### src/hw/rs232_port_pkg.sv
// Constants and types for the serial remote-control port
// Behaviour
// - Receive only while terminal-ready is asserted
// - Drop characters while terminal-ready is deasserted
// - Data-set-ready follows port enable
// - Clear-to-send drops when receive slot full
// - Transmit only while request-to-send asserted; checked at frame start only, a started frame runs to its stop bit
// - Lines end with carriage return or line feed
// - Selectable baud rates, 8 data, no parity, 1 stop
`default_nettype none
package rs232_port_pkg;
  localparam int unsigned CLK_HZ      = 20_000_000;
  localparam int unsigned BAUD_9600   = 9600;
  localparam int unsigned BAUD_19200  = 19200;
  localparam int unsigned BAUD_57600  = 57600;
  localparam int unsigned BAUD_115200 = 115200;
  localparam int unsigned CYC_W       = 12;
  // Clock cycles per bit, rounded to nearest
  localparam logic [CYC_W-1:0] BIT_CYC_9600   = CYC_W'((CLK_HZ + BAUD_9600 / 2) / BAUD_9600);
  localparam logic [CYC_W-1:0] BIT_CYC_19200  = CYC_W'((CLK_HZ + BAUD_19200 / 2) / BAUD_19200);
  localparam logic [CYC_W-1:0] BIT_CYC_57600  = CYC_W'((CLK_HZ + BAUD_57600 / 2) / BAUD_57600);
  localparam logic [CYC_W-1:0] BIT_CYC_115200 = CYC_W'((CLK_HZ + BAUD_115200 / 2) / BAUD_115200);
  localparam logic [1:0] SEL_9600   = 2'h0;
  localparam logic [1:0] SEL_19200  = 2'h1;
  localparam logic [1:0] SEL_57600  = 2'h2;
  localparam logic [1:0] SEL_115200 = 2'h3;
  localparam int unsigned DATA_BITS = 8;
  localparam logic [2:0]  LAST_BIT  = 3'h7;
  localparam logic [7:0]  CHAR_CR   = 8'h0d;
  localparam logic [7:0]  CHAR_LF   = 8'h0a;
  localparam int unsigned SYNC_STAGES = 3;

  // Pins from the host after filtering
  typedef struct packed {
    logic dtr;
    logic rts;
    logic rxd;
  } line_in_t;

  // One received character with its line-end flag
  typedef struct packed {
    logic [7:0] data;
    logic       eol;
  } rx_char_t;
endpackage
`default_nettype wire

### src/hw/rs232_line_port.sv
// Serial remote-control port with modem line gating and flow control
`default_nettype none
module rs232_line_port
  import rs232_port_pkg::*;
(
  input  wire logic       clk_in,
  input  wire logic       rst_b_in,
  input  wire logic       rxd_in,
  input  wire logic       dtr_in,
  input  wire logic       rts_in,
  input  wire logic       port_en_in,
  input  wire logic [1:0] baud_sel_in,
  input  wire logic       tx_valid_in,
  input  wire logic [7:0] tx_data_in,
  input  wire logic       rx_ready_in,
  output logic            txd_out,
  output logic            dsr_out,
  output logic            cts_out,
  output logic            tx_ready_out,
  output logic            rx_valid_out,
  output logic [7:0]      rx_data_out,
  output logic            rx_eol_out,
  output logic            rx_overrun_out,
  output logic            rx_frame_err_out,
  output logic            line_abort_out
);
  typedef enum logic [1:0] {TX_IDLE, TX_START, TX_DATA, TX_STOP} tx_state_t;

  logic                   rst_meta, rst_b;
  line_in_t               pins_raw, line_ok, next_line_ok;
  logic [SYNC_STAGES-1:0] sync [3];
  logic [CYC_W-1:0]       bit_cyc;
  logic                   char_valid, frame_err;
  logic [7:0]             char_data;

  // Reset release through two flip-flops
  always_ff @(posedge clk_in or negedge rst_b_in) begin
    if (!rst_b_in) begin
      rst_meta <= 1'b0;
      rst_b    <= 1'b0;
    end else begin
      rst_meta <= 1'b1;
      rst_b    <= rst_meta;
    end
  end

  // Three-stage pin synchronisers, change accepted when stages two and three agree
  assign pins_raw = '{dtr: dtr_in, rts: rts_in, rxd: rxd_in};
  for (genvar i = 0; i < 3; i++) begin : g_sync
    always_comb begin
      next_line_ok[i] = (sync[i][1] == sync[i][2]) ? sync[i][2] : line_ok[i];
    end
    always_ff @(posedge clk_in or negedge rst_b) begin
      if (!rst_b) begin
        sync[i]    <= {SYNC_STAGES{i == 0}}; // Stages start at the line's idle level
        line_ok[i] <= (i == 0) ? 1'b1 : 1'b0; // Line idles high, modem lines off
      end else begin
        sync[i]    <= {sync[i][1:0], pins_raw[i]};
        line_ok[i] <= next_line_ok[i];
      end
    end
  end

  // Bit period from the selected rate
  always_comb begin
    unique case (baud_sel_in)
      SEL_9600:   bit_cyc = BIT_CYC_9600;
      SEL_19200:  bit_cyc = BIT_CYC_19200;
      SEL_57600:  bit_cyc = BIT_CYC_57600;
      SEL_115200: bit_cyc = BIT_CYC_115200;
    endcase
  end

  rs232_rx_frame rs232_rx_frame_i (
    .clk_in         (clk_in),
    .rst_b_in       (rst_b),
    .rxd_in         (line_ok.rxd),
    .bit_cyc_in     (bit_cyc),
    .char_valid_out (char_valid),
    .char_data_out  (char_data),
    .frame_err_out  (frame_err)
  );

  // Receive slot, gating and clear-to-send
  logic     dtr_prev, next_full, next_overrun, next_abort, next_cts, next_ferr;
  rx_char_t slot, next_slot;
  always_comb begin
    next_full    = rx_valid_out && !rx_ready_in;
    next_slot    = slot;
    next_overrun = 1'b0;
    next_ferr    = frame_err && line_ok.dtr && port_en_in;
    next_abort   = dtr_prev && !line_ok.dtr;
    if (next_abort) begin
      next_full = 1'b0;
    end else if (char_valid && line_ok.dtr && port_en_in) begin
      if (next_full) begin
        next_overrun = 1'b1;
      end else begin
        next_full = 1'b1;
        next_slot = '{data: char_data, eol: char_data == CHAR_CR || char_data == CHAR_LF};
      end
    end
    next_cts = port_en_in && !next_full;
  end

  always_ff @(posedge clk_in or negedge rst_b) begin
    if (!rst_b) begin
      dtr_prev         <= 1'b0;
      rx_valid_out     <= 1'b0;
      slot             <= '0;
      rx_overrun_out   <= 1'b0;
      rx_frame_err_out <= 1'b0;
      line_abort_out   <= 1'b0;
      cts_out          <= 1'b0;
      dsr_out          <= 1'b0;
    end else begin
      dtr_prev         <= line_ok.dtr;
      rx_valid_out     <= next_full;
      slot             <= next_slot;
      rx_overrun_out   <= next_overrun;
      rx_frame_err_out <= next_ferr;
      line_abort_out   <= next_abort;
      cts_out          <= next_cts;
      dsr_out          <= port_en_in;
    end
  end
  assign rx_data_out = slot.data;
  assign rx_eol_out  = slot.eol;

  // Transmitter with one-character hold
  tx_state_t        tx_state, next_tx_state;
  logic [CYC_W-1:0] tx_cnt, next_tx_cnt;
  logic [2:0]       tx_bits, next_tx_bits;
  logic [7:0]       tx_hold, next_tx_hold, tx_shift, next_tx_shift;
  logic             tx_full, next_tx_full, next_txd;
  always_comb begin
    next_tx_state = tx_state;
    next_tx_cnt   = tx_cnt;
    next_tx_bits  = tx_bits;
    next_tx_hold  = tx_hold;
    next_tx_shift = tx_shift;
    next_tx_full  = tx_full;
    next_txd      = txd_out;
    if (tx_valid_in && !tx_full) begin
      next_tx_full = 1'b1;
      next_tx_hold = tx_data_in;
    end
    if (tx_state != TX_IDLE && tx_cnt != '0) begin
      next_tx_cnt = tx_cnt - 1'b1;
    end else begin
      unique case (tx_state)
        TX_IDLE: begin
          if (tx_full && line_ok.rts && port_en_in) begin
            next_tx_state = TX_START;
            next_tx_shift = tx_hold;
            next_tx_full  = 1'b0;
            next_txd      = 1'b0;
            next_tx_cnt   = bit_cyc - 1'b1;
          end
        end
        TX_START, TX_DATA: begin
          next_tx_cnt = bit_cyc - 1'b1;
          if (tx_state == TX_DATA && tx_bits == LAST_BIT) begin
            next_tx_state = TX_STOP;
            next_txd      = 1'b1;
          end else begin
            next_tx_bits  = (tx_state == TX_START) ? 3'h0 : tx_bits + 1'b1;
            next_tx_state = TX_DATA;
            next_txd      = tx_shift[0];
            next_tx_shift = tx_shift >> 1;
          end
        end
        TX_STOP: begin
          next_tx_state = TX_IDLE;
        end
      endcase
    end
  end

  always_ff @(posedge clk_in or negedge rst_b) begin
    if (!rst_b) begin
      tx_state     <= TX_IDLE;
      tx_cnt       <= '0;
      tx_bits      <= 3'h0;
      tx_hold      <= 8'h00;
      tx_shift     <= 8'h00;
      tx_full      <= 1'b0;
      tx_ready_out <= 1'b0;
      txd_out      <= 1'b1;
    end else begin
      tx_state     <= next_tx_state;
      tx_cnt       <= next_tx_cnt;
      tx_bits      <= next_tx_bits;
      tx_hold      <= next_tx_hold;
      tx_shift     <= next_tx_shift;
      tx_full      <= next_tx_full;
      tx_ready_out <= !next_tx_full;
      txd_out      <= next_txd;
    end
  end

  property p_dsr;
    @(posedge clk_in) disable iff (!rst_b) ##1 dsr_out == $past(port_en_in);
  endproperty
  a_dsr: assert property (p_dsr) else $error("dsr does not follow enable");
  property p_cts;
    @(posedge clk_in) disable iff (!rst_b) rx_valid_out |-> !cts_out;
  endproperty
  a_cts: assert property (p_cts) else $error("cts high while slot full");
  property p_tx_rts;
    @(posedge clk_in) disable iff (!rst_b)
      (tx_state == TX_IDLE && next_tx_state == TX_START) |-> line_ok.rts ##1 !txd_out;
  endproperty
  a_tx_rts: assert property (p_tx_rts) else $error("frame started without rts");
  property p_drop;
    @(posedge clk_in) disable iff (!rst_b)
      (char_valid && !line_ok.dtr && !rx_valid_out) |=> !rx_valid_out;
  endproperty
  a_drop: assert property (p_drop) else $error("char kept without dtr");
  property p_accept;
    @(posedge clk_in) disable iff (!rst_b)
      (char_valid && line_ok.dtr && dtr_prev && port_en_in && !rx_valid_out)
      |=> rx_valid_out && rx_data_out == $past(char_data);
  endproperty
  a_accept: assert property (p_accept) else $error("char lost with dtr");
  property p_abort;
    @(posedge clk_in) disable iff (!rst_b)
      (dtr_prev && !line_ok.dtr) |=> line_abort_out && !rx_valid_out;
  endproperty
  a_abort: assert property (p_abort) else $error("no abort on dtr loss");
  property p_eol;
    @(posedge clk_in) disable iff (!rst_b)
      rx_valid_out |-> rx_eol_out == (rx_data_out == CHAR_CR || rx_data_out == CHAR_LF);
  endproperty
  a_eol: assert property (p_eol) else $error("line end flag wrong");
  property p_idle_mark;
    @(posedge clk_in) disable iff (!rst_b)
      $fell(txd_out) |=> !txd_out[*8];
  endproperty
  a_idle_mark: assert property (p_idle_mark) else $error("start bit too short");
endmodule
`default_nettype wire

### src/hw/rs232_rx_frame.sv
// Receive framer: start bit, eight data bits, stop bit
`default_nettype none
module rs232_rx_frame
  import rs232_port_pkg::*;
(
  input  wire logic             clk_in,
  input  wire logic             rst_b_in,
  input  wire logic             rxd_in,
  input  wire logic [CYC_W-1:0] bit_cyc_in,
  output logic                  char_valid_out,
  output logic [7:0]            char_data_out,
  output logic                  frame_err_out
);
  typedef enum logic [1:0] {RX_IDLE, RX_START, RX_DATA, RX_STOP} rx_state_t;

  rx_state_t        state, next_state;
  logic [CYC_W-1:0] cnt, next_cnt;
  logic [2:0]       bits, next_bits;
  logic [7:0]       shift, next_shift;
  logic             next_valid, next_err;
  logic [7:0]       next_data;

  // Bit timing and framing, sampled mid-bit
  always_comb begin
    next_state = state;
    next_cnt   = cnt;
    next_bits  = bits;
    next_shift = shift;
    next_valid = 1'b0;
    next_err   = 1'b0;
    next_data  = char_data_out;
    if (state != RX_IDLE && cnt != '0) begin
      next_cnt = cnt - 1'b1;
    end else begin
      unique case (state)
        RX_IDLE: begin
          if (!rxd_in) begin
            next_state = RX_START;
            next_cnt   = bit_cyc_in >> 1;
          end
        end
        RX_START: begin
          next_cnt   = bit_cyc_in - 1'b1;
          next_bits  = 3'h0;
          next_state = rxd_in ? RX_IDLE : RX_DATA; // Glitch rejected
        end
        RX_DATA: begin
          next_shift = {rxd_in, shift[7:1]};
          next_cnt   = bit_cyc_in - 1'b1;
          if (bits == LAST_BIT) begin
            next_state = RX_STOP;
          end else begin
            next_bits = bits + 1'b1;
          end
        end
        RX_STOP: begin
          next_state = RX_IDLE;
          next_valid = rxd_in;
          next_err   = !rxd_in;
          if (rxd_in) begin
            next_data = shift;
          end
        end
      endcase
    end
  end

  // State registers
  always_ff @(posedge clk_in or negedge rst_b_in) begin
    if (!rst_b_in) begin
      state          <= RX_IDLE;
      cnt            <= '0;
      bits           <= 3'h0;
      shift          <= 8'h00;
      char_valid_out <= 1'b0;
      frame_err_out  <= 1'b0;
      char_data_out  <= 8'h00;
    end else begin
      state          <= next_state;
      cnt            <= next_cnt;
      bits           <= next_bits;
      shift          <= next_shift;
      char_valid_out <= next_valid;
      frame_err_out  <= next_err;
      char_data_out  <= next_data;
    end
  end

  property p_stop_high;
    @(posedge clk_in) disable iff (!rst_b_in)
      char_valid_out |-> $past(rxd_in) && $past(state) == RX_STOP;
  endproperty
  a_stop_high: assert property (p_stop_high) else $error("char without stop bit");
endmodule
`default_nettype wire

### config.mk
export PLATFORM = sky130hd
export DESIGN_NAME = rs232_line_port
export DESIGN_NICKNAME = d
export VERILOG_FILES = /design/src/hw/rs232_port_pkg.sv /design/src/hw/rs232_line_port.sv /design/src/hw/rs232_rx_frame.sv
export SDC_FILE = /design/constraint.sdc
export NUM_CORES = 1
export LEC_CHECK = 0
export BUFFER_PORTS_ARGS = -buffer_cell sky130_fd_sc_hd__buf_2
export CORE_MARGIN = 2
export CORE_UTILIZATION = 65
export DETAILED_ROUTE_END_ITERATION = 8
export PLACE_DENSITY = 0.85
export SYNTH_ARGS = -nofsm -noshare
export SYNTH_HDL_FRONTEND = slang
export SYNTH_SLANG_ARGS = --single-unit
### constraint.sdc
create_clock -name clk_in -period 8.8 [get_ports clk_in]
set_input_delay 0 -clock clk_in [delete_from_list [all_inputs] [get_ports clk_in]]
set_output_delay 0 -clock clk_in [all_outputs]
set_load 0.02 [all_outputs]
==> flow_metrics.py, run 1 <==
metrics = {
    "clocking": {
        "cts-root-buf": "clkbuf_8",
        "cts_htree_levels": 3,
        "cts_resized": 0,
        "cts_made_buffers": 9,
        "clockBufferDepth": 2,
        "cts_tree": "done",
        "path_clk_slew_ns": 0.09,
        "clk_latency_ns": 0.37,
        "clkSinkCount": 101,
    },
    "setup_path": {
        "worstPathArrival_ns": 2.78,
        "cp-start-kind": "flip-flop",
        "reg2reg_depth": 6,
        "path_cells": "inv_1 -> ha_1 -> nor4b_4 -> a41o_1 -> and3_1 -> mux2_2",
        "crit_buf_inv": 1,
        "path_max_fanout": 12,
        "cp_num_cells": 6,
        "r2r_setup_slack_ns": 6.27,
        "crit_path_end_kind": "flip-flop",
        "path_delay_family": "simple AND/OR/NAND/NOR gates",
        "max_stage_delay_ns": 0.49,
        "slowest_stage": "a41o_1",
        "critPathKind": "reg2reg",
        "required_ns": 9.05,
    },
    "die": {
        "ios": 35,
        "die_h_um": 90.7,
        "die_area_sq_um": 8230,
        "die_w_um": 90.7,
        "start_util": 0.674,
        "core_area_sq_um": 7250,
        "num_rows": 31,
    },
    "logic_synthesis": {
        "yosysSeqAreaShare": 0.519,
        "synth-xor-area-share": 0.00359,
        "synth_top_family_by_area": "compound AO/OA/AOI/OAI gates",
        "synth-edff-count": 0,
        "synth_cell_type_count": 71,
        "synthSimpleGateAreaFrac": 0.146,
        "netlist_area_sq_um": 4890,
        "syn_inst": 419,
        "ys_warn_count": 0,
        "synthAdderAreaFrac": 0.0650,
        "muxShareOfSynthArea": 0.0889,
        "synth_nets": 460,
        "ys_seq_elements": 101,
        "synthArstFlopShare": 1.00,
        "synth_ff_type": "dfrtp_1",
        "synth_compound_area_frac": 0.147,
        "synth.avg_cell_area_sq_um": 11.7,
    },
    "detailed_routing": {
        "wl_um": 9770,
        "initialDrtViolationCount": 251,
        "firstDrtPassIters": 5,
        "viasPerCell": 6.10,
        "vias": 3487,
        "wl_per_cell_um": 17.1,
        "final_antenna_net_count": 0,
        "drcViolationCount": 0,
    },
    "global_routing": {
        "grt-ovfl-total": 0,
        "grt_pass1_wl_um": 16900,
        "grt_max_degree": 80,
        "antenna_found_initial": 0,
        "grt_pass1_vias": 3535,
        "grt_usage": 0.255,
    },
    "power_and_ir_drop": {
        "leakage_nw": 2.52,
        "p_per_area_nw_per_um2": 243,
        "finalPower_mw": 1.33,
        "ir_drop_v": 0.000215,
    },
    "final_layout": {
        "fin_util": 0.755,
        "n_fill_cell": 476,
        "stdcell_count": 572,
        "design_area_sq_um": 5480,
        "num_antenna_cells": 0,
        "drive_gt1_frac": 0.226,
        "area_delta_synth_final_pct": 12.1,
        "fin_nets": 509,
    },
    "placement": {
        "hpwl_um": 6790,
        "io_buffers": 34,
        "place_area_sq_um": 5130,
        "placedCellCount": 540,
        "place.gp.congestion": 0.920,
    },
    "timing": {
        "setup_tns_ns": 0,
        "worst_slew_pin_slew_ns": 0.961,
        "fmax_ghz": 0.396,
        "finClkSkew_ns": 0.00933,
        "finalHoldViolations": 0,
        "relSlewSlack": 0.359,
        "report.final.slew_viol_count": 0,
        "period_needed_ns": 2.53,
        "setup_viol": 0,
        "grt_setup_unrepaired": "false",
        "period_share": 0.287,
    },
    "job": {
        "drv_cap": 0,
    },
    "min_path": {
        "hold_depth": 4,
        "hp-class": "in2reg",
    },
    "status": {
        "outcome": "completed",
    },
}
## layout by cell type, fill, tap and decap left out, drive strengths merged, types with 4 or more instances in the layout
cell / Yosys / layout
clkbuf: 7 / 11
dlygate4sd3: 0 / 16
o41ai: 4 / 4
inv: 22 / 24
nand2: 23 / 23
and3: 5 / 5
o21a: 4 / 4
a211oi: 8 / 8
nand2b: 5 / 5
nor2b: 6 / 6
o21ai: 15 / 15
mux2i: 4 / 4
a21oi: 20 / 20
dfstp: 5 / 5
ha: 23 / 23
nor2: 29 / 29
mux2: 35 / 35
o221a: 8 / 8
nand3: 6 / 6
nor4: 8 / 8
or3: 7 / 7
buf: 6 / 35
dfrtp: 96 / 96
a22o: 6 / 6
nand3b: 4 / 4
nor3: 8 / 8
## Yosys cell counts, types with 3 or more instances
cell type / n / share of area
dfrtp_1: 96 / 0.49
mux2_2: 35 / 0.081
nor2_1: 29 / 0.022
ha_1: 23 / 0.059
inv_1: 22 / 0.017
nand2_1: 22 / 0.017
a21oi_1: 20 / 0.020
o21ai_0: 14 / 0.014
a211oi_1: 8 / 0.012
clkbuf_1: 7 / 0.0054
nor3_1: 7 / 0.0072
o221a_1: 7 / 0.016
or3_1: 7 / 0.0090
a22o_1: 6 / 0.011
nor2b_1: 6 / 0.0077
nor4_1: 6 / 0.0077
and3_1: 5 / 0.0064
dfstp_2: 5 / 0.027
nand2b_1: 5 / 0.0064
nand3_1: 5 / 0.0051
buf_2: 4 / 0.0041
mux2i_1: 4 / 0.0082
nand3b_1: 4 / 0.0061
o41ai_1: 4 / 0.0072
a221oi_1: 3 / 0.0054
maj3_1: 3 / 0.0061
nand4_1: 3 / 0.0038
o211ai_1: 3 / 0.0046
o21a_1: 3 / 0.0046
o22ai_1: 3 / 0.0038
## logic make-up (layout without fill, tap and decap cells)
family,Yosys count,count (layout)
and+or+nand+nor,120,120
DFF,101,101
AOI/OAI and AO/OA,95,95
muxes,39,39
buffers and inverters,35,89
adders and majority gates,26,26
xor gates and xnor gates,2,2
other,1,1
## state kept, by name, summed over array words and instances (netlist names), 2 cells and up, named ones only
| name | flops |
|---|---|
| line_ok | 3 |
| rs232_rx_frame_i.bits | 3 |
| rs232_rx_frame_i.char_data_out | 8 |
| rs232_rx_frame_i.cnt | 12 |
| rs232_rx_frame_i.shift | 8 |
| rx_data_out | 8 |
| sync | 9 |
| tx_bits | 3 |
| tx_cnt | 12 |
| tx_hold | 8 |
| tx_shift | 8 |
| tx_state | 2 |
## power by group
group / switching, mW / total (mW) / internal [mW]
clock: 0.159 / 0.293 / 0.134
combinational: 0.200 / 0.369 / 0.169
sequential: 0.106 / 0.671 / 0.565
## final timing paths
| kind | start | endpoint |
|---|---|---|
| worst max-delay path | rs232_rx_frame_i.cnt[0] | rs232_rx_frame_i.char_data_out[7] |
| worst min-delay path | baud_sel_in[1] | tx_cnt[8] |
| worst max register to register | rs232_rx_frame_i.cnt[0] | rs232_rx_frame_i.char_data_out[7] |
| worst min register to register | rst_b | rx_data_out[2] |
| max in group asynchronous | rst_b | rs232_rx_frame_i.char_data_out[0] |
| min in group asynchronous | rst_b | rx_data_out[2] |
## through the flow
step | hold slack, ns | worst slack (ns)
floorplan | -0.296 | 5.79
global placement | -0.215 | 6.44
detailed placement | -0.213 | 6.31
CTS | 0.150 | 6.27
global route | 0.178 | 6.11
finish | 0.154 | 6.27
## repair_timing
item	in CTS	in global routing
hold endpoints to repair	20	0
endpoints found under the setup margin	0	0
setup buffers	0	0
hold buffers	16	0
## cell type report
cell class / instances / area (sq um) / share of cell area
Sequential cell: 101 / 2540 / 0.463
Multi-Input combinational cell: 283 / 2200 / 0.402
Timing Repair Buffer: 51 / 338 / 0.0617
Clock buffer: 11 / 131 / 0.0240
Tap cell: 99 / 124 / 0.0226
Inverter: 22 / 82.6 / 0.0151
Clock inverter: 5 / 61.3 / 0.0112
## worst reg2reg max path: stages (launching register included)
cell,delay [ns]
dfrtp_1,0.43
inv_1,0.10
ha_1,0.17
nor4b_4,0.36
a41o_1,0.49
and3_1,0.47
mux2_2,0.39
## routing by layer
layer | track usage | share of wire
met2 | 0.450 | 0.52
met5 | 0 | 0
met4 | 0.0654 | 0.0086
met1 | 0.315 | 0.43
met3 | 0.0593 | 0.042
Power figures use the tool's default switching activity.
==> run 2, diff against run 1 <==
--- a/config.mk
+++ b/config.mk
@@ -7,9 +7,9 @@
 export LEC_CHECK = 0
 export BUFFER_PORTS_ARGS = -buffer_cell sky130_fd_sc_hd__buf_2
 export CORE_MARGIN = 2
-export CORE_UTILIZATION = 65
+export CORE_UTILIZATION = 60
 export DETAILED_ROUTE_END_ITERATION = 8
-export PLACE_DENSITY = 0.85
+export PLACE_DENSITY = 0.79
 export SYNTH_ARGS = -nofsm -noshare
 export SYNTH_HDL_FRONTEND = slang
 export SYNTH_SLANG_ARGS = --single-unit
==> constraint.sdc (replaced) <==
create_clock -name clk_in -period 2.42 [get_ports clk_in]
set_input_delay 0 -clock clk_in [delete_from_list [all_inputs] [get_ports clk_in]]
set_output_delay 0 -clock clk_in [all_outputs]
set_load 0.02 [all_outputs]
==> run 2 against run 1 <==
  * Combinational power rose to 3.8 times the previous value
  * Die area rose by 8.0%
  * Clock skew is essentially flat
  * Setup slack got worse by 6.1 ns
  * Cell count is 2.1% higher
  * Critical path type unchanged
  * Largest power group unchanged
==> flow_metrics.py, run 2 (synthesis results as in run 1) <==
metrics = {
    "final_layout": {
        "fin_util": 0.717,
        "drive_gt1_frac": 0.249,
        "mostFrequentLayoutCell": "dfrtp_1",
        "n_fill_cell": 554,
        "fin_nets": 518,
        "area_delta_synth_final_pct": 14.5,
        "stdcell_count": 584,
        "design_area_sq_um": 5600,
        "top_regs": "rs232_rx_frame_i.cnt: 12 flops, tx_cnt: 12 flops, sync: 9 flops",
        "num_antenna_cells": 0,
        "layout_common_cells": "dfrtp_1, mux2_2, buf_2",
    },
    "die": {
        "ios": 35,
        "die_area_sq_um": 8880,
        "core_area_sq_um": 7810,
        "num_rows": 32,
        "die_h_um": 94.2,
        "start_util": 0.626,
        "die_w_um": 94.2,
    },
    "setup_path": {
        "worstPathArrival_ns": 2.48,
        "path_max_fanout": 11,
        "critPathKind": "reg2reg",
        "cp-start-kind": "flip-flop",
        "reg2reg_depth": 7,
        "required_ns": 2.68,
        "crit_path_end_kind": "flip-flop",
    },
    "detailed_routing": {
        "initialDrtViolationCount": 136,
        "vias": 3447,
        "wl_um": 9480,
        "viasPerCell": 5.90,
        "wl_per_cell_um": 16.2,
        "drcViolationCount": 0,
        "final_antenna_net_count": 0,
        "firstDrtPassIters": 4,
    },
    "clocking": {
        "cts-root-buf": "clkbuf_8",
        "clk_latency_ns": 0.37,
        "cts_made_buffers": 9,
        "path_clk_slew_ns": 0.11,
        "clockBufferDepth": 2,
        "cts_htree_levels": 3,
        "post_cts_buffers": 0,
        "cts_tree": "done",
        "clkSinkCount": 101,
    },
    "global_routing": {
        "grt_max_degree": 66,
        "antenna_found_initial": 0,
        "grt-ovfl-total": 0,
        "grt_pass1_wl_um": 16000,
        "grt_usage": 0.230,
        "grt_pass1_vias": 3449,
    },
    "timing": {
        "setup_viol": 0,
        "finClkSkew_ns": 0.00975,
        "fmax_ghz": 0.449,
        "whs_ns": 0.136,
        "finalHoldViolations": 0,
        "period_share": 0.920,
        "worst_slew_pin_slew_ns": 0.814,
        "relSlewSlack": 0.455,
        "grt_setup_unrepaired": "false",
        "report.final.slew_viol_count": 0,
        "setup_tns_ns": 0,
        "period_needed_ns": 2.23,
    },
    "power_and_ir_drop": {
        "internal_power_mw": 3.15,
        "switchingPower_mw": 1.81,
        "switching_share": 0.365,
        "p_seq_frac": 0.491,
        "p_per_area_nw_per_um2": 886,
        "clkPwrFrac": 0.225,
        "combinationalPowerShare": 0.284,
        "leakage_nw": 2.58,
        "ir_drop_v": 0.000764,
    },
    "placement": {
        "io_buffers": 34,
        "hpwl_um": 6620,
        "placedCellCount": 552,
        "place.gp.congestion": 0.835,
        "place_area_sq_um": 5210,
    },
    "job": {
        "drv_cap": 0,
    },
    "min_path": {
        "hp-class": "in2reg",
        "worstHoldStart": "baud_sel_in[0]",
        "hold_depth": 3,
    },
    "status": {
        "outcome": "completed",
    },
}
## run 2: power groups by stage
stage	clock, mW	sequential, mW	combinational (mW)
after global routing	1.20	2.49	1.57
after CTS	1.14	2.42	1.42
after global placement	0	2.43	1.31
after floorplan	0	2.37	1.09
after detailed placement	0	2.45	1.38
final	1.11	2.43	1.41
## run 2: worst max-delay path, stage by stage, from the launching register on
cell and delay, ns:
dfrtp_1 0.46, inv_1 0.13, ha_1 0.34, a41o_1 0.30, buf_4 0.17, a21oi_1 0.31
a21boi_0 0.15, a211o_1 0.25
## run 2: worst paths after layout
kind	endpoint	slack [ns]
max in group asynchronous	line_ok[0]	1.41
setup / recovery	rs232_rx_frame_i.cnt[6]	0.19
hold reg to reg	sync[0]	0.28
min in group asynchronous	sync[0]	0.28
hold / removal	tx_cnt[10]	0.14
setup reg to reg	rs232_rx_frame_i.cnt[6]	0.19
## run 2: layer usage
| metal | share of wire | global-route usage | vias to the layer above |
|---|---|---|---|
| li1 | - | - | 1650 |
| met1 | 0.44 | 0.298 | 1734 |
| met2 | 0.52 | 0.394 | 57 |
| met3 | 0.033 | 0.0514 | 6 |
| met4 | 0.010 | 0.0592 | 0 |
| met5 | 0 | 0 | - |
## run 2: area by class of cell
| class | count | area, sq um | share of cell area |
|---|---|---|---|
| Clock inverter | 7 | 93.8 | 0.0168 |
| Inverter | 22 | 82.6 | 0.0148 |
| Timing Repair Buffer | 60 | 418 | 0.0747 |
| Clock buffer | 9 | 124 | 0.0221 |
| Tap cell | 102 | 128 | 0.0228 |
| Sequential cell | 101 | 2540 | 0.453 |
| Multi-Input combinational cell | 283 | 2210 | 0.395 |
## run 2: through the flow
stage | setup WS, ns | total power [mW]
final | 0.194 | 4.96
after global routing | 0.0311 | 5.27
after CTS | 0.155 | 4.98
after detailed placement | 0.184 | 3.83
after global placement | 0.263 | 3.74
after floorplan | 0.468 | 3.46
## run 2: repair_timing
item / in CTS / in global routing
gates resized for setup: 0 / 2
setup endpoints to repair: 0 / 2
hold buffers: 16 / 0
hold endpoints to repair: 20 / 0
